===== src/design/scsc_params.svh =====
// Register indices, field positions, reset values and timing counts of the clock block.
`ifndef SCSC_PARAMS_SVH
`define SCSC_PARAMS_SVH
`define SCSC_IDX_DIV_CTL        8'h61
`define SCSC_IDX_FAST_TRIM      8'h66
`define SCSC_IDX_SLOW_TRIM      8'h67
`define SCSC_IDX_ASYNC_CTL      8'h68
`define SCSC_IDX_SRC_CTL        8'hf2
`define SCSC_SRC_CTL_RESET      8'h03
`define SCSC_DIV_CTL_RESET      4'h3
`define SCSC_TRIM_RESET         8'h80
`define SCSC_BIT_UNLOCK         7
`define SCSC_DIV_UNLOCK_CODE    8'h80
`define SCSC_DIV_SEL_MAX        4'h8
`define SCSC_SRC_UNLOCK_CYCLES  6
`define SCSC_DIV_UNLOCK_CYCLES  4
`define SCSC_WDT_HALF_COUNT     3'h7
`endif


===== src/design/scsc_pkg.sv =====
// Types shared by the clock source and prescaler logic.
package scsc_pkg;

   typedef enum logic [1:0] {
      SCSC_SRC_FAST_RC   = 2'h0,
      SCSC_SRC_FAST_XTAL = 2'h1,
      SCSC_SRC_SLOW_RC   = 2'h2,
      SCSC_SRC_SLOW_XTAL = 2'h3
   } scsc_src_e;

   typedef enum logic [1:0] {
      SCSC_MUX_RUN       = 2'h0,
      SCSC_MUX_STOP_OLD  = 2'h1,
      SCSC_MUX_START_NEW = 2'h3
   } scsc_mux_e;

   typedef struct packed {
      logic       source_change_unlock;
      logic       master_source_speed;
      logic       master_source_type;
      logic       watchdog_source_select;
      logic       slow_crystal_on;
      logic       fast_crystal_on;
      logic       slow_rc_on;
      logic       fast_rc_on;
   } scsc_src_ctl_s;

   typedef struct packed {
      scsc_mux_e  state;
      scsc_src_e  cur;
      logic       out;
   } scsc_mux_s;

   typedef struct packed {
      logic       prev;
      logic [3:0] active;
      logic [7:0] cnt;
      logic       out;
      logic       tick;
   } scsc_div_s;

endpackage : scsc_pkg


===== src/design/scsc_clk_mux.sv =====
// Glitch-free master source multiplexer working on synchronised oscillator levels.
module scsc_clk_mux
(
   input  wire logic              clk,
   input  wire logic              nrst,
   input  wire logic [3:0]        src_lvl,
   input  wire logic [3:0]        src_ok,
   input  scsc_pkg::scsc_src_e    req_sel,
   output logic                   clk_lvl,
   output scsc_pkg::scsc_src_e    cur_sel
);

   scsc_pkg::scsc_mux_s s_reg;
   scsc_pkg::scsc_mux_s s_next;

   // The old source is cut only in its low phase and the new one joins in its low phase,
   // so no pulse shorter than a half period of either source can appear.
   always_comb
   begin
      s_next = s_reg;
      case (s_reg.state)
         scsc_pkg::SCSC_MUX_RUN:
         begin
            s_next.out = src_lvl[s_reg.cur];
            if (req_sel != s_reg.cur && src_ok[req_sel])
            begin
               s_next.state = scsc_pkg::SCSC_MUX_STOP_OLD;
            end
         end
         scsc_pkg::SCSC_MUX_STOP_OLD:
         begin
            if (!src_lvl[s_reg.cur])
            begin
               s_next.out   = 1'b0;
               s_next.cur   = req_sel;
               s_next.state = scsc_pkg::SCSC_MUX_START_NEW;
            end
            else
            begin
               s_next.out = src_lvl[s_reg.cur];
            end
         end
         scsc_pkg::SCSC_MUX_START_NEW:
         begin
            s_next.out = 1'b0;
            if (!src_lvl[s_reg.cur])
            begin
               s_next.state = scsc_pkg::SCSC_MUX_RUN;
            end
         end
         default:
         begin
            s_next.state = scsc_pkg::SCSC_MUX_RUN;
         end
      endcase
   end

   always_ff @(posedge clk or negedge nrst)
   begin
      if (!nrst)
      begin
         s_reg <= '{state: scsc_pkg::SCSC_MUX_RUN, cur: scsc_pkg::SCSC_SRC_FAST_RC, out: 1'b0};
      end
      else
      begin
         s_reg <= s_next;
      end
   end

   assign clk_lvl = s_reg.out;
   assign cur_sel = s_reg.cur;

endmodule : scsc_clk_mux


===== src/design/scsc_sys_div.sv =====
// System prescaler: divides the master level by a power of two, changing ratio only
// at a period boundary.
`include "scsc_params.svh"

module scsc_sys_div
(
   input  wire logic       clk,
   input  wire logic       nrst,
   input  wire logic       src_lvl,
   input  wire logic [3:0] div_sel,
   output logic            clk_lvl,
   output logic            tick
);

   scsc_pkg::scsc_div_s s_reg;
   scsc_pkg::scsc_div_s s_next;
   logic                rise;
   logic [7:0]          half_m1;

   always_comb
   begin
      rise    = src_lvl & ~s_reg.prev;
      half_m1 = 8'((8'h01 << (s_reg.active - 4'h1)) - 8'h01);
      s_next      = s_reg;
      s_next.prev = src_lvl;
      if (s_reg.active == 4'h0)
      begin
         s_next.out = src_lvl;
         s_next.cnt = 8'h00;
         if (rise)
         begin
            s_next.active = div_sel;
         end
      end
      else if (rise)
      begin
         if (s_reg.cnt == half_m1)
         begin
            s_next.cnt = 8'h00;
            s_next.out = ~s_reg.out;
            // A new ratio starts only with a fresh high half, so no period is cut short.
            if (!s_reg.out)
            begin
               s_next.active = div_sel;
            end
         end
         else
         begin
            s_next.cnt = 8'(s_reg.cnt + 8'h01);
         end
      end
      s_next.tick = s_next.out & ~s_reg.out;
   end

   always_ff @(posedge clk or negedge nrst)
   begin
      if (!nrst)
      begin
         s_reg <= '{prev: 1'b0, active: `SCSC_DIV_CTL_RESET, cnt: 8'h00, out: 1'b0, tick: 1'b0};
      end
      else
      begin
         s_reg <= s_next;
      end
   end

   assign clk_lvl = s_reg.out;
   assign tick    = s_reg.tick;

endmodule : scsc_sys_div


===== src/design/scsc_top.sv =====
// Clock source control, master clock selection, watchdog clock and system prescaler.
//
// Overview of operation
// - Async timer runs from external or crystal.
// - Watchdog from slow RC or fast/16.
// - Bit 4, once a source word is committed: 0 fast/16, 1 slow RC.
// - Low four bits enable the four sources.
// - Power-up: fast RC divided by eight.
// - Two-bit master select maps four sources.
// - Source writes need unlock, then timed window.
// - Valid select switches clock automatically.
// - Prescaler divides master, clocks core, peripherals.
// - Ratio change glitch-free, applied within cycles.
// - Prescaler write needs unlock within four cycles.
// - Trims load factory values, writes retune.
// - Two eight-bit trim registers, 0x66, 0x67.
// - Divider code is power of two up to 256.
// - Prescaler unlock bit clears after four cycles.
`include "scsc_params.svh"

module scsc_top
#(
   parameter int SRC_UNLOCK_CYCLES = `SCSC_SRC_UNLOCK_CYCLES,
   parameter int DIV_UNLOCK_CYCLES = `SCSC_DIV_UNLOCK_CYCLES
)
(
   input  wire logic        CLK,
   input  wire logic        NRST,
   input  wire logic        WB_CYC_I,
   input  wire logic        WB_STB_I,
   input  wire logic        WB_WE_I,
   input  wire logic [9:0]  WB_ADR_I,
   input  wire logic [3:0]  WB_SEL_I,
   input  wire logic [31:0] WB_DAT_I,
   output logic      [31:0] WB_DAT_O,
   output logic             WB_ACK_O,
   input  wire logic [3:0]  OSC_LEVEL_IN,
   input  wire logic [3:0]  OSC_STABLE_IN,
   input  wire logic        TMR_EXT_CLK_IN,
   input  wire logic        CFG_RELOAD,
   input  wire logic [7:0]  FACTORY_FAST_TRIM,
   input  wire logic [7:0]  FACTORY_SLOW_TRIM,
   output logic      [3:0]  OSC_ENABLE,
   output logic      [7:0]  FAST_RC_TRIM,
   output logic      [7:0]  SLOW_RC_TRIM,
   output logic             SYS_CLK,
   output logic             SYS_CLK_TICK,
   output logic      [1:0]  ACTIVE_SOURCE,
   output logic             WATCHDOG_CLOCK,
   output logic             WDT_SRC_SLOW,
   output logic             ASYNC_TMR_CLK
);

   if (SRC_UNLOCK_CYCLES < 1 || SRC_UNLOCK_CYCLES > 15)
   begin : g_bad_src_win
      $error("SRC_UNLOCK_CYCLES must lie in 1..15");
   end
   if (DIV_UNLOCK_CYCLES < 1 || DIV_UNLOCK_CYCLES > 15)
   begin : g_bad_div_win
      $error("DIV_UNLOCK_CYCLES must lie in 1..15");
   end

   localparam logic [3:0] SRC_WIN = 4'(SRC_UNLOCK_CYCLES);
   localparam logic [3:0] DIV_WIN = 4'(DIV_UNLOCK_CYCLES);

   typedef struct packed {
      logic [3:0]              osc_sync1;
      logic [3:0]              osc_sync2;
      logic [3:0]              ok_sync1;
      logic [3:0]              ok_sync2;
      logic                    ext_sync1;
      logic                    ext_sync2;
      scsc_pkg::scsc_src_ctl_s src_ctl;
      logic [3:0]              src_win;
      logic [3:0]              div_sel;
      logic [3:0]              div_win;
      logic [7:0]              fast_trim;
      logic [7:0]              slow_trim;
      logic                    async_ext;
      logic                    loaded;
      logic                    wdt_chosen;
      logic                    fast_prev;
      logic [2:0]              wdt_cnt;
      logic                    wdt_div;
      logic                    watchdog_clock;
      logic                    wdt_slow;
      logic                    tmr_clk;
      logic                    ack;
      logic [31:0]             dat;
   } scsc_top_s;

   scsc_top_s           s_reg;
   scsc_top_s           s_next;
   logic                wr;
   logic [7:0]          idx;
   logic [7:0]          wd;
   logic [7:0]          rd;
   logic                fast_rise;
   logic                mux_lvl;
   scsc_pkg::scsc_src_e mux_cur;
   scsc_pkg::scsc_src_e req_sel;
   logic [3:0]          lvl_by_code;
   logic [3:0]          ok_by_code;

   localparam scsc_top_s RESET_STATE = '{
      osc_sync1:  4'h0,
      osc_sync2:  4'h0,
      ok_sync1:   4'h0,
      ok_sync2:   4'h0,
      ext_sync1:  1'b0,
      ext_sync2:  1'b0,
      src_ctl:    `SCSC_SRC_CTL_RESET,
      src_win:    4'h0,
      div_sel:    `SCSC_DIV_CTL_RESET,
      div_win:    4'h0,
      fast_trim:  `SCSC_TRIM_RESET,
      slow_trim:  `SCSC_TRIM_RESET,
      async_ext:  1'b0,
      loaded:     1'b0,
      wdt_chosen: 1'b0,
      fast_prev:  1'b0,
      wdt_cnt:    3'h0,
      wdt_div:    1'b0,
      watchdog_clock:    1'b0,
      wdt_slow:   1'b1,
      tmr_clk:    1'b0,
      ack:        1'b0,
      dat:        32'h0000_0000
   };

   always_comb
   begin
      s_next = s_reg;

      // Oscillator and pin levels are foreign to CLK and pass two flops first.
      s_next.osc_sync1 = OSC_LEVEL_IN;
      s_next.osc_sync2 = s_reg.osc_sync1;
      s_next.ok_sync1  = OSC_STABLE_IN;
      s_next.ok_sync2  = s_reg.ok_sync1;
      s_next.ext_sync1 = TMR_EXT_CLK_IN;
      s_next.ext_sync2 = s_reg.ext_sync1;

      idx = WB_ADR_I[9:2];
      wd  = WB_DAT_I[7:0];
      // The write lands on the edge at which the master sees ack.
      wr  = WB_CYC_I & WB_STB_I & WB_WE_I & s_reg.ack & WB_SEL_I[0];

      // Unlock windows count down on every clock and close by themselves.
      if (s_reg.src_win != 4'h0)
      begin
         s_next.src_win = 4'(s_reg.src_win - 4'h1);
      end
      if (s_reg.div_win != 4'h0)
      begin
         s_next.div_win = 4'(s_reg.div_win - 4'h1);
      end

      if (wr && idx == `SCSC_IDX_SRC_CTL)
      begin
         if (wd[`SCSC_BIT_UNLOCK])
         begin
            s_next.src_win = SRC_WIN;
         end
         else if (s_reg.src_win != 4'h0)
         begin
            s_next.src_ctl    = wd;
            s_next.wdt_chosen = 1'b1;
            s_next.src_win    = 4'h0;
         end
      end

      if (wr && idx == `SCSC_IDX_DIV_CTL)
      begin
         if (wd == `SCSC_DIV_UNLOCK_CODE)
         begin
            s_next.div_win = DIV_WIN;
         end
         else if (!wd[`SCSC_BIT_UNLOCK] && s_reg.div_win != 4'h0)
         begin
            // Reserved codes leave the current ratio in place.
            if (wd[3:0] <= `SCSC_DIV_SEL_MAX)
            begin
               s_next.div_sel = wd[3:0];
            end
            s_next.div_win = 4'h0;
         end
      end

      if (wr && idx == `SCSC_IDX_FAST_TRIM)
      begin
         s_next.fast_trim = wd;
      end
      if (wr && idx == `SCSC_IDX_SLOW_TRIM)
      begin
         s_next.slow_trim = wd;
      end
      if (wr && idx == `SCSC_IDX_ASYNC_CTL)
      begin
         s_next.async_ext = wd[0];
      end

      // Factory values arrive the first clock after reset and again on every reload.
      if (!s_reg.loaded || CFG_RELOAD)
      begin
         s_next.fast_trim = FACTORY_FAST_TRIM;
         s_next.slow_trim = FACTORY_SLOW_TRIM;
         s_next.loaded    = 1'b1;
      end

      s_next.src_ctl.source_change_unlock = (s_next.src_win != 4'h0);

      // Fast RC divided by sixteen: toggle on every eighth rising edge.
      fast_rise         = s_reg.osc_sync2[0] & ~s_reg.fast_prev;
      s_next.fast_prev  = s_reg.osc_sync2[0];
      if (fast_rise)
      begin
         s_next.wdt_cnt = 3'(s_reg.wdt_cnt + 3'h1);
         if (s_reg.wdt_cnt == `SCSC_WDT_HALF_COUNT)
         begin
            s_next.wdt_div = ~s_reg.wdt_div;
         end
      end

      // Until software commits a source word, the watchdog stays on the slow RC.
      s_next.wdt_slow = s_reg.wdt_chosen ? s_reg.src_ctl.watchdog_source_select : 1'b1;
      s_next.watchdog_clock  = s_reg.wdt_slow ? s_reg.osc_sync2[1] : s_reg.wdt_div;

      s_next.tmr_clk = s_reg.async_ext ? s_reg.ext_sync2 : s_reg.osc_sync2[3];

      case (idx)
         `SCSC_IDX_SRC_CTL:   rd = s_reg.src_ctl;
         `SCSC_IDX_DIV_CTL:   rd = {s_reg.div_win != 4'h0, 3'h0, s_reg.div_sel};
         `SCSC_IDX_FAST_TRIM: rd = s_reg.fast_trim;
         `SCSC_IDX_SLOW_TRIM: rd = s_reg.slow_trim;
         `SCSC_IDX_ASYNC_CTL: rd = {7'h00, s_reg.async_ext};
         default:             rd = 8'h00;
      endcase

      s_next.ack = WB_CYC_I & WB_STB_I & ~s_reg.ack;
      if (s_next.ack)
      begin
         s_next.dat = {24'h00_0000, rd};
      end
   end

   always_ff @(posedge CLK or negedge NRST)
   begin
      if (!NRST)
      begin
         s_reg <= RESET_STATE;
      end
      else
      begin
         s_reg <= s_next;
      end
   end

   // A source counts as ready only while it is both switched on and reported stable.
   assign req_sel = scsc_pkg::scsc_src_e'({s_reg.src_ctl.master_source_speed,
                                           s_reg.src_ctl.master_source_type});

   // Pins and enables run fast RC, slow RC, fast crystal, slow crystal, but select
   // codes 01 and 10 name the fast crystal and the slow RC, so the middle two swap.
   assign lvl_by_code = {s_reg.osc_sync2[3], s_reg.osc_sync2[1], s_reg.osc_sync2[2],
                         s_reg.osc_sync2[0]};
   assign ok_by_code  = {s_reg.ok_sync2[3] & s_reg.src_ctl.slow_crystal_on,
                         s_reg.ok_sync2[1] & s_reg.src_ctl.slow_rc_on,
                         s_reg.ok_sync2[2] & s_reg.src_ctl.fast_crystal_on,
                         s_reg.ok_sync2[0] & s_reg.src_ctl.fast_rc_on};

   scsc_clk_mux u_mux
   (
      .clk     (CLK),
      .nrst    (NRST),
      .src_lvl (lvl_by_code),
      .src_ok  (ok_by_code),
      .req_sel (req_sel),
      .clk_lvl (mux_lvl),
      .cur_sel (mux_cur)
   );

   scsc_sys_div u_div
   (
      .clk     (CLK),
      .nrst    (NRST),
      .src_lvl (mux_lvl),
      .div_sel (s_reg.div_sel),
      .clk_lvl (SYS_CLK),
      .tick    (SYS_CLK_TICK)
   );

   assign WB_DAT_O      = s_reg.dat;
   assign WB_ACK_O      = s_reg.ack;
   assign OSC_ENABLE    = s_reg.src_ctl[3:0];
   assign FAST_RC_TRIM  = s_reg.fast_trim;
   assign SLOW_RC_TRIM  = s_reg.slow_trim;
   assign ACTIVE_SOURCE = mux_cur;
   assign WATCHDOG_CLOCK       = s_reg.watchdog_clock;
   assign WDT_SRC_SLOW  = s_reg.wdt_slow;
   assign ASYNC_TMR_CLK = s_reg.tmr_clk;

endmodule : scsc_top


===== config.mk =====
export PLATFORM = sky130hd
export DESIGN_NAME = scsc_top
export DESIGN_NICKNAME = d
export VERILOG_FILES = /design/src/design/scsc_pkg.sv /design/src/design/scsc_clk_mux.sv /design/src/design/scsc_sys_div.sv /design/src/design/scsc_top.sv
export VERILOG_INCLUDE_DIRS = /design/src /design/src/design
export SDC_FILE = /design/constraint.sdc
export NUM_CORES = 1
export LEC_CHECK = 0
export ABC_AREA = 1
export BUFFER_PORTS_ARGS = -buffer_cell sky130_fd_sc_hd__buf_2
export CAP_MARGIN = 5
export CORE_MARGIN = 2
export CORE_UTILIZATION = 30
export DETAILED_ROUTE_END_ITERATION = 10
export HOLD_SLACK_MARGIN = 0.08
export SKIP_CTS_REPAIR_TIMING = 1
export SYNTH_ARGS = -nofsm -noshare
export SYNTH_HDL_FRONTEND = slang
export SYNTH_SLANG_ARGS = --single-unit

===== constraint.sdc =====
create_clock -name CLK -period 3 [get_ports CLK]
set_input_delay 0.3 -clock CLK [delete_from_list [all_inputs] [get_ports CLK]]
set_output_delay 0.3 -clock CLK [all_outputs]
set_load 0.05 [all_outputs]

==> out/results.ini, run 1 <==
[outcome]
status=finished clean

[yosys]
dominantRegCellSynth=dfrtp_1
synth_cells=557
synth-seq-cells=94
ys_seq_area_share_pct=49.74
synth_edf_count=0
synth_area_per_cell_um2=8.532
async_reset_ff_share_pct=100.0
yosys_warnings=0
ys_types=39
mappedNetlistArea_um2=4752

[sta]
worstMarginPinSlew_ns=0.8293
period_needed_ns=2.325
drv_slew=0
setup_viol=0
finalHoldViolCount=0
clock.fmax_mhz=430.1
finClkSkew_ns=0.007424
rsz0062_at_grt=false
tns_ns=0
post-route-period-util_pct=77.50
slew_headroom_pct=44.51

[placement]
place.gp.congestion=0.8072
dp_hpwl_um=8615
dpl.cell_count=821
io_buffers=83

[min_path]
hold_path_end=SLOW_RC_TRIM[7]$_DFFE_PN1P_
hp-class=in -> reg
min_from=FACTORY_SLOW_TRIM[7]
min_path_cells=3

[cells_and_area]
largest_reg_flops=27
diodes=0
final_common_cell=nand2_1
nets=710
drive_gt1_share_pct=19.65
final_cell_mix=nand2_1, dfrtp_1, buf_2
final_cells=847
syn_to_final_growth_pct=16.56

[power]
p_clk_share_pct=36.0
power_density_nw_per_um2=599.1
power_frac_comb_pct=19.9
p_sw_share_pct=30.79
ir_worst_vdd_v=0.0002675
p_switching_mw=1.022
p_seq_share_pct=44.2
p_int_mw=2.297
p_leak_nw=2.677

[global_route]
grt_max_degree=49
grt_usage_pct=14.04
grt_pass1_wl_um=18170
grt_overflow=0
antenna_found_initial=0
grt_pass1_vias=3552

[setup_path]
reg2regPathDepth=12
cp.required_ns=3.21
crit_top_cell=nand3_1
critical-path-slowest-cell=dfrtp_1
cp_max_fo=8
r2r_slack_ns=0.67
arrival_ns=2.54
cpPeakStageDelay_ns=0.44
crit_chain=nor2_2 -> nand3_1 -> ha_1 -> inv_1 -> nand3_1 -> or2_1 -> nand3_1 -> nand3_1 -> nor2_2 -> nand2_1 -> nand3_1 -> o21ai_0
r2r_end=u_div.s_reg[6]$_DFFE_PN0P_
end_kind=flip-flop
critPathKind=reg -> reg
r2r-start=u_div.s_reg[12]$_DFFE_PN0P_
crit_path_start_kind=flip-flop

[route]
drtIter0Drc=192
wl_per_cell_um=13.31
firstDrtPassIters=5
vias=3681
vias_per_cell=4.346
final_antenna_net_count=0
drc=0
wl_um=11270

[floorplan]
die_area_um2=16860
row_count=46
die_h_um=129.9
io_pins=137
coreArea_um2=15660
die_w_um=129.9
initial_utilization_pct=30.35

[clocking]
numCtsBuffers=9
clkTransAtPathRegs_ns=0.07
numClockSinks=94
cts_tree=built
clk_latency_ns=0.35
root_buffer=clkbuf_16
clockBufferDepth=2
htreeDepth=3

[run]
drv_cap=0

## cells in the mapped netlist, drive strengths merged, types with 7 or more instances
cell type	instances	share of area, %
a21oi	7	0.74
nand3	26	2.7
xor2	12	2.2
dfrtp	85	45
buf	56	8.7
o21ai	42	4.4
ha	7	1.8
a31oi	9	1.2
nor2	50	4.2
inv	61	4.8
dfstp	9	5.0
o211ai	9	1.4
nand2	141	11
## how the worst max path moves through the flow
stage / from / end
after floorplan: u_div.s_reg[11]$_DFFE_PN1P_ / u_div.clk_lvl$_DFF_PN0_
after global placement: u_div.s_reg[12]$_DFFE_PN0P_ / u_div.s_reg[5]$_DFFE_PN0P_
after detailed placement: u_div.s_reg[12]$_DFFE_PN0P_ / u_div.s_reg[6]$_DFFE_PN0P_
after CTS: u_div.s_reg[12]$_DFFE_PN0P_ / u_div.s_reg[6]$_DFFE_PN0P_
after global routing: u_div.s_reg[12]$_DFFE_PN0P_ / u_div.s_reg[6]$_DFFE_PN0P_
final: u_div.s_reg[12]$_DFFE_PN0P_ / u_div.s_reg[6]$_DFFE_PN0P_
## stage by stage
stage	setup slack, ns	power, mW	util (%)	hold slack [ns]	area (µm²)
finish	0.6749	3.318	35.38	0.1800	5539
global placement	0.7293	2.130	32.74	0.3337	5125
CTS	0.6814	3.344	34.74	-0.01006	5439
floorplan	0.9715	2.010	-	0.004409	4838
global route	0.4374	3.521	35.38	0.1845	5539
detailed placement	0.6788	2.143	32.74	0.3347	5125
## per-layer routing
layer	GRT usage (%)	routed length, µm	up-vias
met5	0	0	-
met2	22.88	5330	96
met4	2.467	59	0
li1	-	-	1854
met3	3.936	661	5
met1	18.95	5222	1726
## layout make-up
class,count,area (µm²)
flip-flops and latches,94,2364
multi-input cells,365,1817
well taps,216,270.3
clock inverters,5,61.31
repair buffers,95,545.5
fillers,1694,10120
inverters,61,229.0
clock buffers,11,252.7
## critical path: cells and delay by family, from the launching register on
family / cells / cell delay [ns]
flip-flops: 1 / 0.44
adder cells (fa/ha/maj): 1 / 0.26
AO/OA/AOI/OAI: 1 / 0.13
buffers and inverters: 1 / 0.08
AND/OR/NAND/NOR: 9 / 1.30
## power by group through the flow
stage | sequential [mW] | clock (mW) | combinational (mW)
floorplan | 1.50 | 0 | 0.505
global placement | 1.49 | 0 | 0.643
detailed placement | 1.49 | 0 | 0.654
CTS | 1.47 | 1.22 | 0.655
global route | 1.48 | 1.29 | 0.753
finish | 1.47 | 1.19 | 0.659
## cell families (layout without fill, tap and decap cells)
kind of cell	count (synthesis)	after routing	share of synthesized area, %
AO/OA/AOI/OAI	83	83	10.58
other	2	25	0.1580
adder cells (fa/ha/maj)	7	7	1.843
multiplexers	2	2	0.4739
XOR/XNOR	14	14	2.580
flip-flops	94	94	49.74
buffers and inverters	121	172	13.85
AND/OR/NAND/NOR	234	234	20.77
Power figures use the tool's default switching activity.
==> inputs of run 2 (changes only) <==
==> constraint.sdc (replaced) <==
create_clock -name CLK -period 2.3 [get_ports CLK]
set_input_delay 0.23 -clock CLK [delete_from_list [all_inputs] [get_ports CLK]]
set_output_delay 0.23 -clock CLK [all_outputs]
set_load 0.05 [all_outputs]
==> run 2 against run 1 <==
Effect of this change: setup slack got worse by 0.55 ns; first-iteration DRC count is 16% higher; power is 29% higher; non-clock buffer count up 6; critical path depth up 3; critical path type unchanged; critical endpoint is now u_div.clk_lvl$_DFF_PN0_.
==> out/results.ini, run 2 (synthesized netlist as in run 1, its figures left out) <==
[outcome]
status=finished clean

[cells_and_area]
syn_to_final_growth_pct=17.98
nets=716
final_cell_mix=nand2_1, dfrtp_1, buf_2
regArea_um2=2364
fill_cells=1654
drive_gt1_share_pct=20.57
diodes=0
final_common_cell=nand2_1
multi_input_area_um2=1858
largest_reg_flops=27
final_cells=853

[setup_path]
reg2regPathDepth=15
cp_max_fo=4
critPathKind=reg -> reg
arrival_ns=2.42
crit_path_start_kind=flip-flop
end_kind=flip-flop
r2r_end=u_div.clk_lvl$_DFF_PN0_
r2r-start=u_div.s_reg[11]$_DFFE_PN1P_
r2r_slack_ns=0.12
cp.required_ns=2.54

[placement]
dp_hpwl_um=8653
pre_cts_ws_ns=0.02926
io_buffers=83
place.gp.congestion=0.8286
dpl.cell_count=827

[floorplan]
io_pins=137
die_w_um=129.9
coreArea_um2=15660
die_h_um=129.9
initial_utilization_pct=30.35
row_count=46
die_area_um2=16860

[min_path]
min_path_cells=3
min_from=FACTORY_SLOW_TRIM[7]
hp-class=in -> reg
hold_path_end=SLOW_RC_TRIM[7]$_DFFE_PN1P_

[power]
p_seq_share_pct=44.8
p_clk_share_pct=35.2
p_switching_mw=1.343
power_density_nw_per_um2=763.0
p_sw_share_pct=31.39
power_frac_comb_pct=20.1
p_int_mw=2.935
p_leak_nw=2.706
ir_worst_vdd_v=0.0003800

[run]
drv_cap=0

[route]
wl_um=11320
drtIter0Drc=223
drc=0
firstDrtPassIters=4
vias=3663
vias_per_cell=4.294
final_antenna_net_count=0
wl_per_cell_um=13.27

[sta]
clock.fmax_mhz=459.1
finalHoldViolCount=0
rsz0062_at_grt=true
worstMarginPinSlew_ns=0.5669
post-route-period-util_pct=94.70
finalWorstSetupSlack_ns=0.1220
period_needed_ns=2.178
drv_slew=0
slew_headroom_pct=62.21
finClkSkew_ns=0.01034
setup_viol=0

[global_route]
grt_overflow=0
grt_usage_pct=14.01
antenna_found_initial=0
grt_pass1_wl_um=17740
grt_max_degree=52
grt_pass1_vias=3405

[clocking]
numClockSinks=94
htreeDepth=3
clkTransAtPathRegs_ns=0.07
clockBufferDepth=2
numCtsBuffers=9
cts_tree=built
root_buffer=clkbuf_16
clk_latency_ns=0.36

-- run 2: changes by cell type in the layout (fill, tap and decap cells not counted), moves of 2 or more --
cell      delta
buf_4        +6
clkbuf_8     -2
nor2_2       -2
nor2_4       +2
-- run 2: power by group through the flow --
| stage | clock network (mW) | registers [mW] | logic [mW] |
|---|---|---|---|
| finish | 1.50 | 1.92 | 0.858 |
| global route | 1.62 | 1.93 | 0.959 |
| CTS | 1.54 | 1.91 | 0.851 |
| detailed placement | 0 | 1.94 | 0.849 |
| global placement | 0 | 1.94 | 0.835 |
| floorplan | 0 | 1.96 | 0.659 |
-- run 2: final cells by class --
cell class,instances,share of cell area [%]
tap,216,4.820
clock buffer,10,4.084
multi-input combinational,365,33.14
timing repair buffer,101,10.53
inverter,61,4.084
clock inverter,6,1.183
sequential,94,42.16
-- run 2: per-stage QoR --
step / util (%) / power (mW) / area (µm²) / setup TNS, ns / hold WS [ns]
after floorplan: - / 2.621 / 4838 / 0 / -0.06559
after CTS: 34.91 / 4.308 / 5465 / 0 / -0.1083
final: 35.81 / 4.278 / 5607 / 0 / 0.1019
after detailed placement: 33.02 / 2.793 / 5170 / 0 / 0.2690
after global placement: 33.02 / 2.775 / 5170 / 0 / 0.2661
after global routing: 35.81 / 4.513 / 5607 / -0.05107 / 0.1043
-- run 2: worst max path at each step --
stage / startpoint / cells past startpoint / end / slack (ns)
6_report: u_div.s_reg[11]$_DFFE_PN1P_ / 15 / u_div.clk_lvl$_DFF_PN0_ / 0.12
5_1_grt: u_div.s_reg[11]$_DFFE_PN1P_ / 15 / u_div.clk_lvl$_DFF_PN0_ / -0.03
4_1_cts: u_div.s_reg[13]$_DFFE_PN0P_ / 12 / u_div.s_reg[5]$_DFFE_PN0P_ / 0.04
3_5_place_dp: u_div.s_reg[13]$_DFFE_PN0P_ / 12 / u_div.s_reg[5]$_DFFE_PN0P_ / 0.03
3_3_place_gp: u_div.s_reg[13]$_DFFE_PN0P_ / 12 / u_div.s_reg[5]$_DFFE_PN0P_ / 0.12
2_1_floorplan: u_div.s_reg[11]$_DFFE_PN1P_ / 15 / u_div.clk_lvl$_DFF_PN0_ / 0.27
-- run 2: worst max-delay path, stage by stage, from the launching register on --
cell	delay, ns
dfstp_2	0.55
inv_1	0.06
nor2_1	0.08
nand2_1	0.06
ha_1	0.20
inv_1	0.08
nand3_1	0.09
or2_1	0.23
nand3_1	0.07
nand3_1	0.12
nor2_4	0.14
nand3_1	0.12
nand2_1	0.09
nand2_1	0.05
nor2_1	0.08
nor2_1	0.04
-- run 2: routing by layer --
metal / vias up / global-route usage, % / part of all wire [%]
met1: 1694 / 18.64 / 48
li1: 1871 / - / -
met5: - / 0 / 0
met2: 90 / 22.17 / 46
met4: 0 / 4.744 / 1.3
met3: 8 / 3.772 / 4.8
==> inputs of run 3 (changes only) <==
--- a/config.mk
+++ b/config.mk
@@ -16,4 +16,5 @@
 export SKIP_CTS_REPAIR_TIMING = 1
 export SYNTH_ARGS = -nofsm -noshare
 export SYNTH_HDL_FRONTEND = slang
+export SYNTH_HIERARCHICAL = 1
 export SYNTH_SLANG_ARGS = --single-unit
==> run 3 against run 2 <==
Effect of this change: final cell count is 10% higher; flip-flop and latch count stayed put; design area is 9.2% higher; largest cell class unchanged; highest routed layer unchanged.
==> out/results.ini, run 3 <==
[outcome]
status=finished clean

[yosys]
async_reset_ff_share_pct=100.0
mappedNetlistArea_um2=5283
synth-simple-area-share_pct=33.37
dominantRegCellSynth=dfrtp_1
synth-compound-area-share_pct=4.642
ys_types=39
ys_top_cells_by_area=dfrtp_1, nand2_1, nand3_1
synth_commonest_cells=nand2_1, nand3_1, dfrtp_1
synth_top_family_by_area=simple AND/OR/NAND/NOR gates
synth_area_leader_cell=dfrtp_1
synth.area.mux_share_pct=0.5921
synth_cells=637
synth_edf_count=0
yosysTopAreaCellShare_pct=40.27
ys_seq_area_share_pct=44.74
synth-seq-cells=94
synth_fa_ha_area_share_pct=1.421
synth.most_common_cell=nand2_1
synth_area_per_cell_um2=8.293
yosys_warnings=6
synth_xor_area_share_pct=1.990

[sta]
period_needed_ns=2.127
worstMarginPinSlew_ns=0.6394
tns_ns=0
clock.fmax_mhz=470.2
finClkSkew_ns=0.005266
post-route-period-util_pct=92.47
rsz0062_at_grt=false
finalWorstSetupSlack_ns=0.1733
slew_headroom_pct=57.32
setup_viol=0
drv_slew=0
finalHoldViolCount=0

[route]
firstDrtPassIters=6
wl_per_cell_um=13.32
vias=4155
vias_per_cell=4.416
drc=0
drtIter0Drc=217
final_antenna_net_count=0
wl_um=12530

[cells_and_area]
drive_gt1_share_pct=24.44
largest_reg_flops=27
final_cell_mix=nand2_1, nand3_1, dfrtp_1
syn_to_final_growth_pct=15.87
fill_cells=1800
multi_input_area_um2=2326
final_cells=941
final_common_cell=nand2_1
regArea_um2=2365
fin_area_um2=6121
nets=794
diodes=0

[min_path]
min_from=FACTORY_FAST_TRIM[6]
hp-class=in -> reg

[global_route]
antenna_found_initial=0
grt_pass1_vias=3826
grt_max_degree=44
grt_pass1_wl_um=19510
grt_usage_pct=13.57
grt_overflow=0

[setup_path]
critical-path-slowest-cell=dfstp_2
critPathKind=reg -> reg
crit_start=u_div/s_reg[11]$_DFFE_PN1P_
cp_max_fo=7
cpPeakStageDelay_ns=0.59
crit_family=simple AND/OR/NAND/NOR gates
end_kind=flip-flop
crit_top_cell=nand3_1
worstPathBufferInverterCount=1
crit_path_start_kind=flip-flop
cp.required_ns=2.53
arrival_ns=2.36
crit_chain=nand3_1 -> ha_2 -> inv_1 -> nand3_2 -> or2_1 -> nand3_1 -> nand4_2 -> nor2_4 -> nand3_1 -> nand2_1 -> nand2_1 -> nor2_1 -> nor2_1
r2r_slack_ns=0.17
r2r-start=u_div/s_reg[11]$_DFFE_PN1P_

[placement]
dp_hpwl_um=9528
pre_cts_ws_ns=0.07185
place_area_um2=5689
dpl.cell_count=914
io_buffers=83
place.gp.congestion=0.8582

[power]
ir_worst_vdd_v=0.0003349
p_leak_nw=3.165
total_power_mw=4.695
power_density_nw_per_um2=767.1

[clocking]
numCtsBuffers=9
root_buffer=clkbuf_16
cts_tree=built
clk_latency_ns=0.34
clkTransAtPathRegs_ns=0.07
numClockSinks=94
clockBufferDepth=2
htreeDepth=3

[floorplan]
die_area_um2=18690
row_count=48
die_h_um=136.7
die_w_um=136.7
io_pins=137
coreArea_um2=17240
initial_utilization_pct=30.65

[run]
drv_cap=0

==> run 3: changes by cell type in the layout (fill, tap and decap cells not counted), moves of 9 or more <==
cell	delta
nand3_1	+65
nand3_2	+10
nand2_1	+37
o211ai_1	-9
a31oi_1	-9
nor2_1	-18
o21ai_0	-23
==> run 3: per-stage QoR <==
stage | hold slack [ns] | utilization (%)
after floorplan | -0.06559 | -
after global placement | 0.2168 | 33.01
after detailed placement | 0.2204 | 33.01
after CTS | -0.1539 | 34.81
after global routing | 0.1024 | 35.51
final | 0.1046 | 35.51
==> run 3: tightest hold or removal path, cell delays in order <==
cell and delay (ns):
buf_2 0.07, nand2_1 0.04, nand3_1 0.07
==> run 3: metal layers <==
metal,part of all wire (%),vias to the layer above,track usage [%]
li1,-,2116,-
met1,46,1939,18.33
met2,48,86,21.69
met3,3.9,14,2.370
met4,1.6,0,5.093
met5,0,-,0
==> run 3: area by class of cell <==
type,count,share of cell area [%]
clock buffers,11,4.129
clock inverters,5,0.9403
inverters,66,4.047
multi-input cells,439,38.00
flip-flops and latches,94,38.63
well taps,225,4.599
repair buffers,101,9.648
==> run 3: kinds of logic after synthesis <==
kind of cell / after synthesis
AOI/OAI and AO/OA: 41
xor gates and xnor gates: 12
adders and majority gates: 6
buffers and inverters: 127
DFF: 94
muxes: 3
other: 2
and+or+nand+nor: 352
==> run 3: worst paths after layout <==
path	to	cells after the start
worst max-delay path	u_div/clk_lvl$_DFF_PN0_	13
worst min-delay path	FAST_RC_TRIM[6]$_DFFE_PN0P_	3
worst max register to register	u_div/clk_lvl$_DFF_PN0_	13
worst min register to register	lvl_by_code[0]$_DFF_PN0_	0
max in group asynchronous	s_reg[65]$_DFFE_PN1P_	3
min in group asynchronous	WB_DAT_O[6]$_DFFE_PN0P_	2
==> run 3: where the power goes <==
part           internal, mW  switching (mW)  total [mW]
clock network         0.900           0.648        1.55
logic                 0.347           0.790        1.14
registers              1.87           0.145        2.01
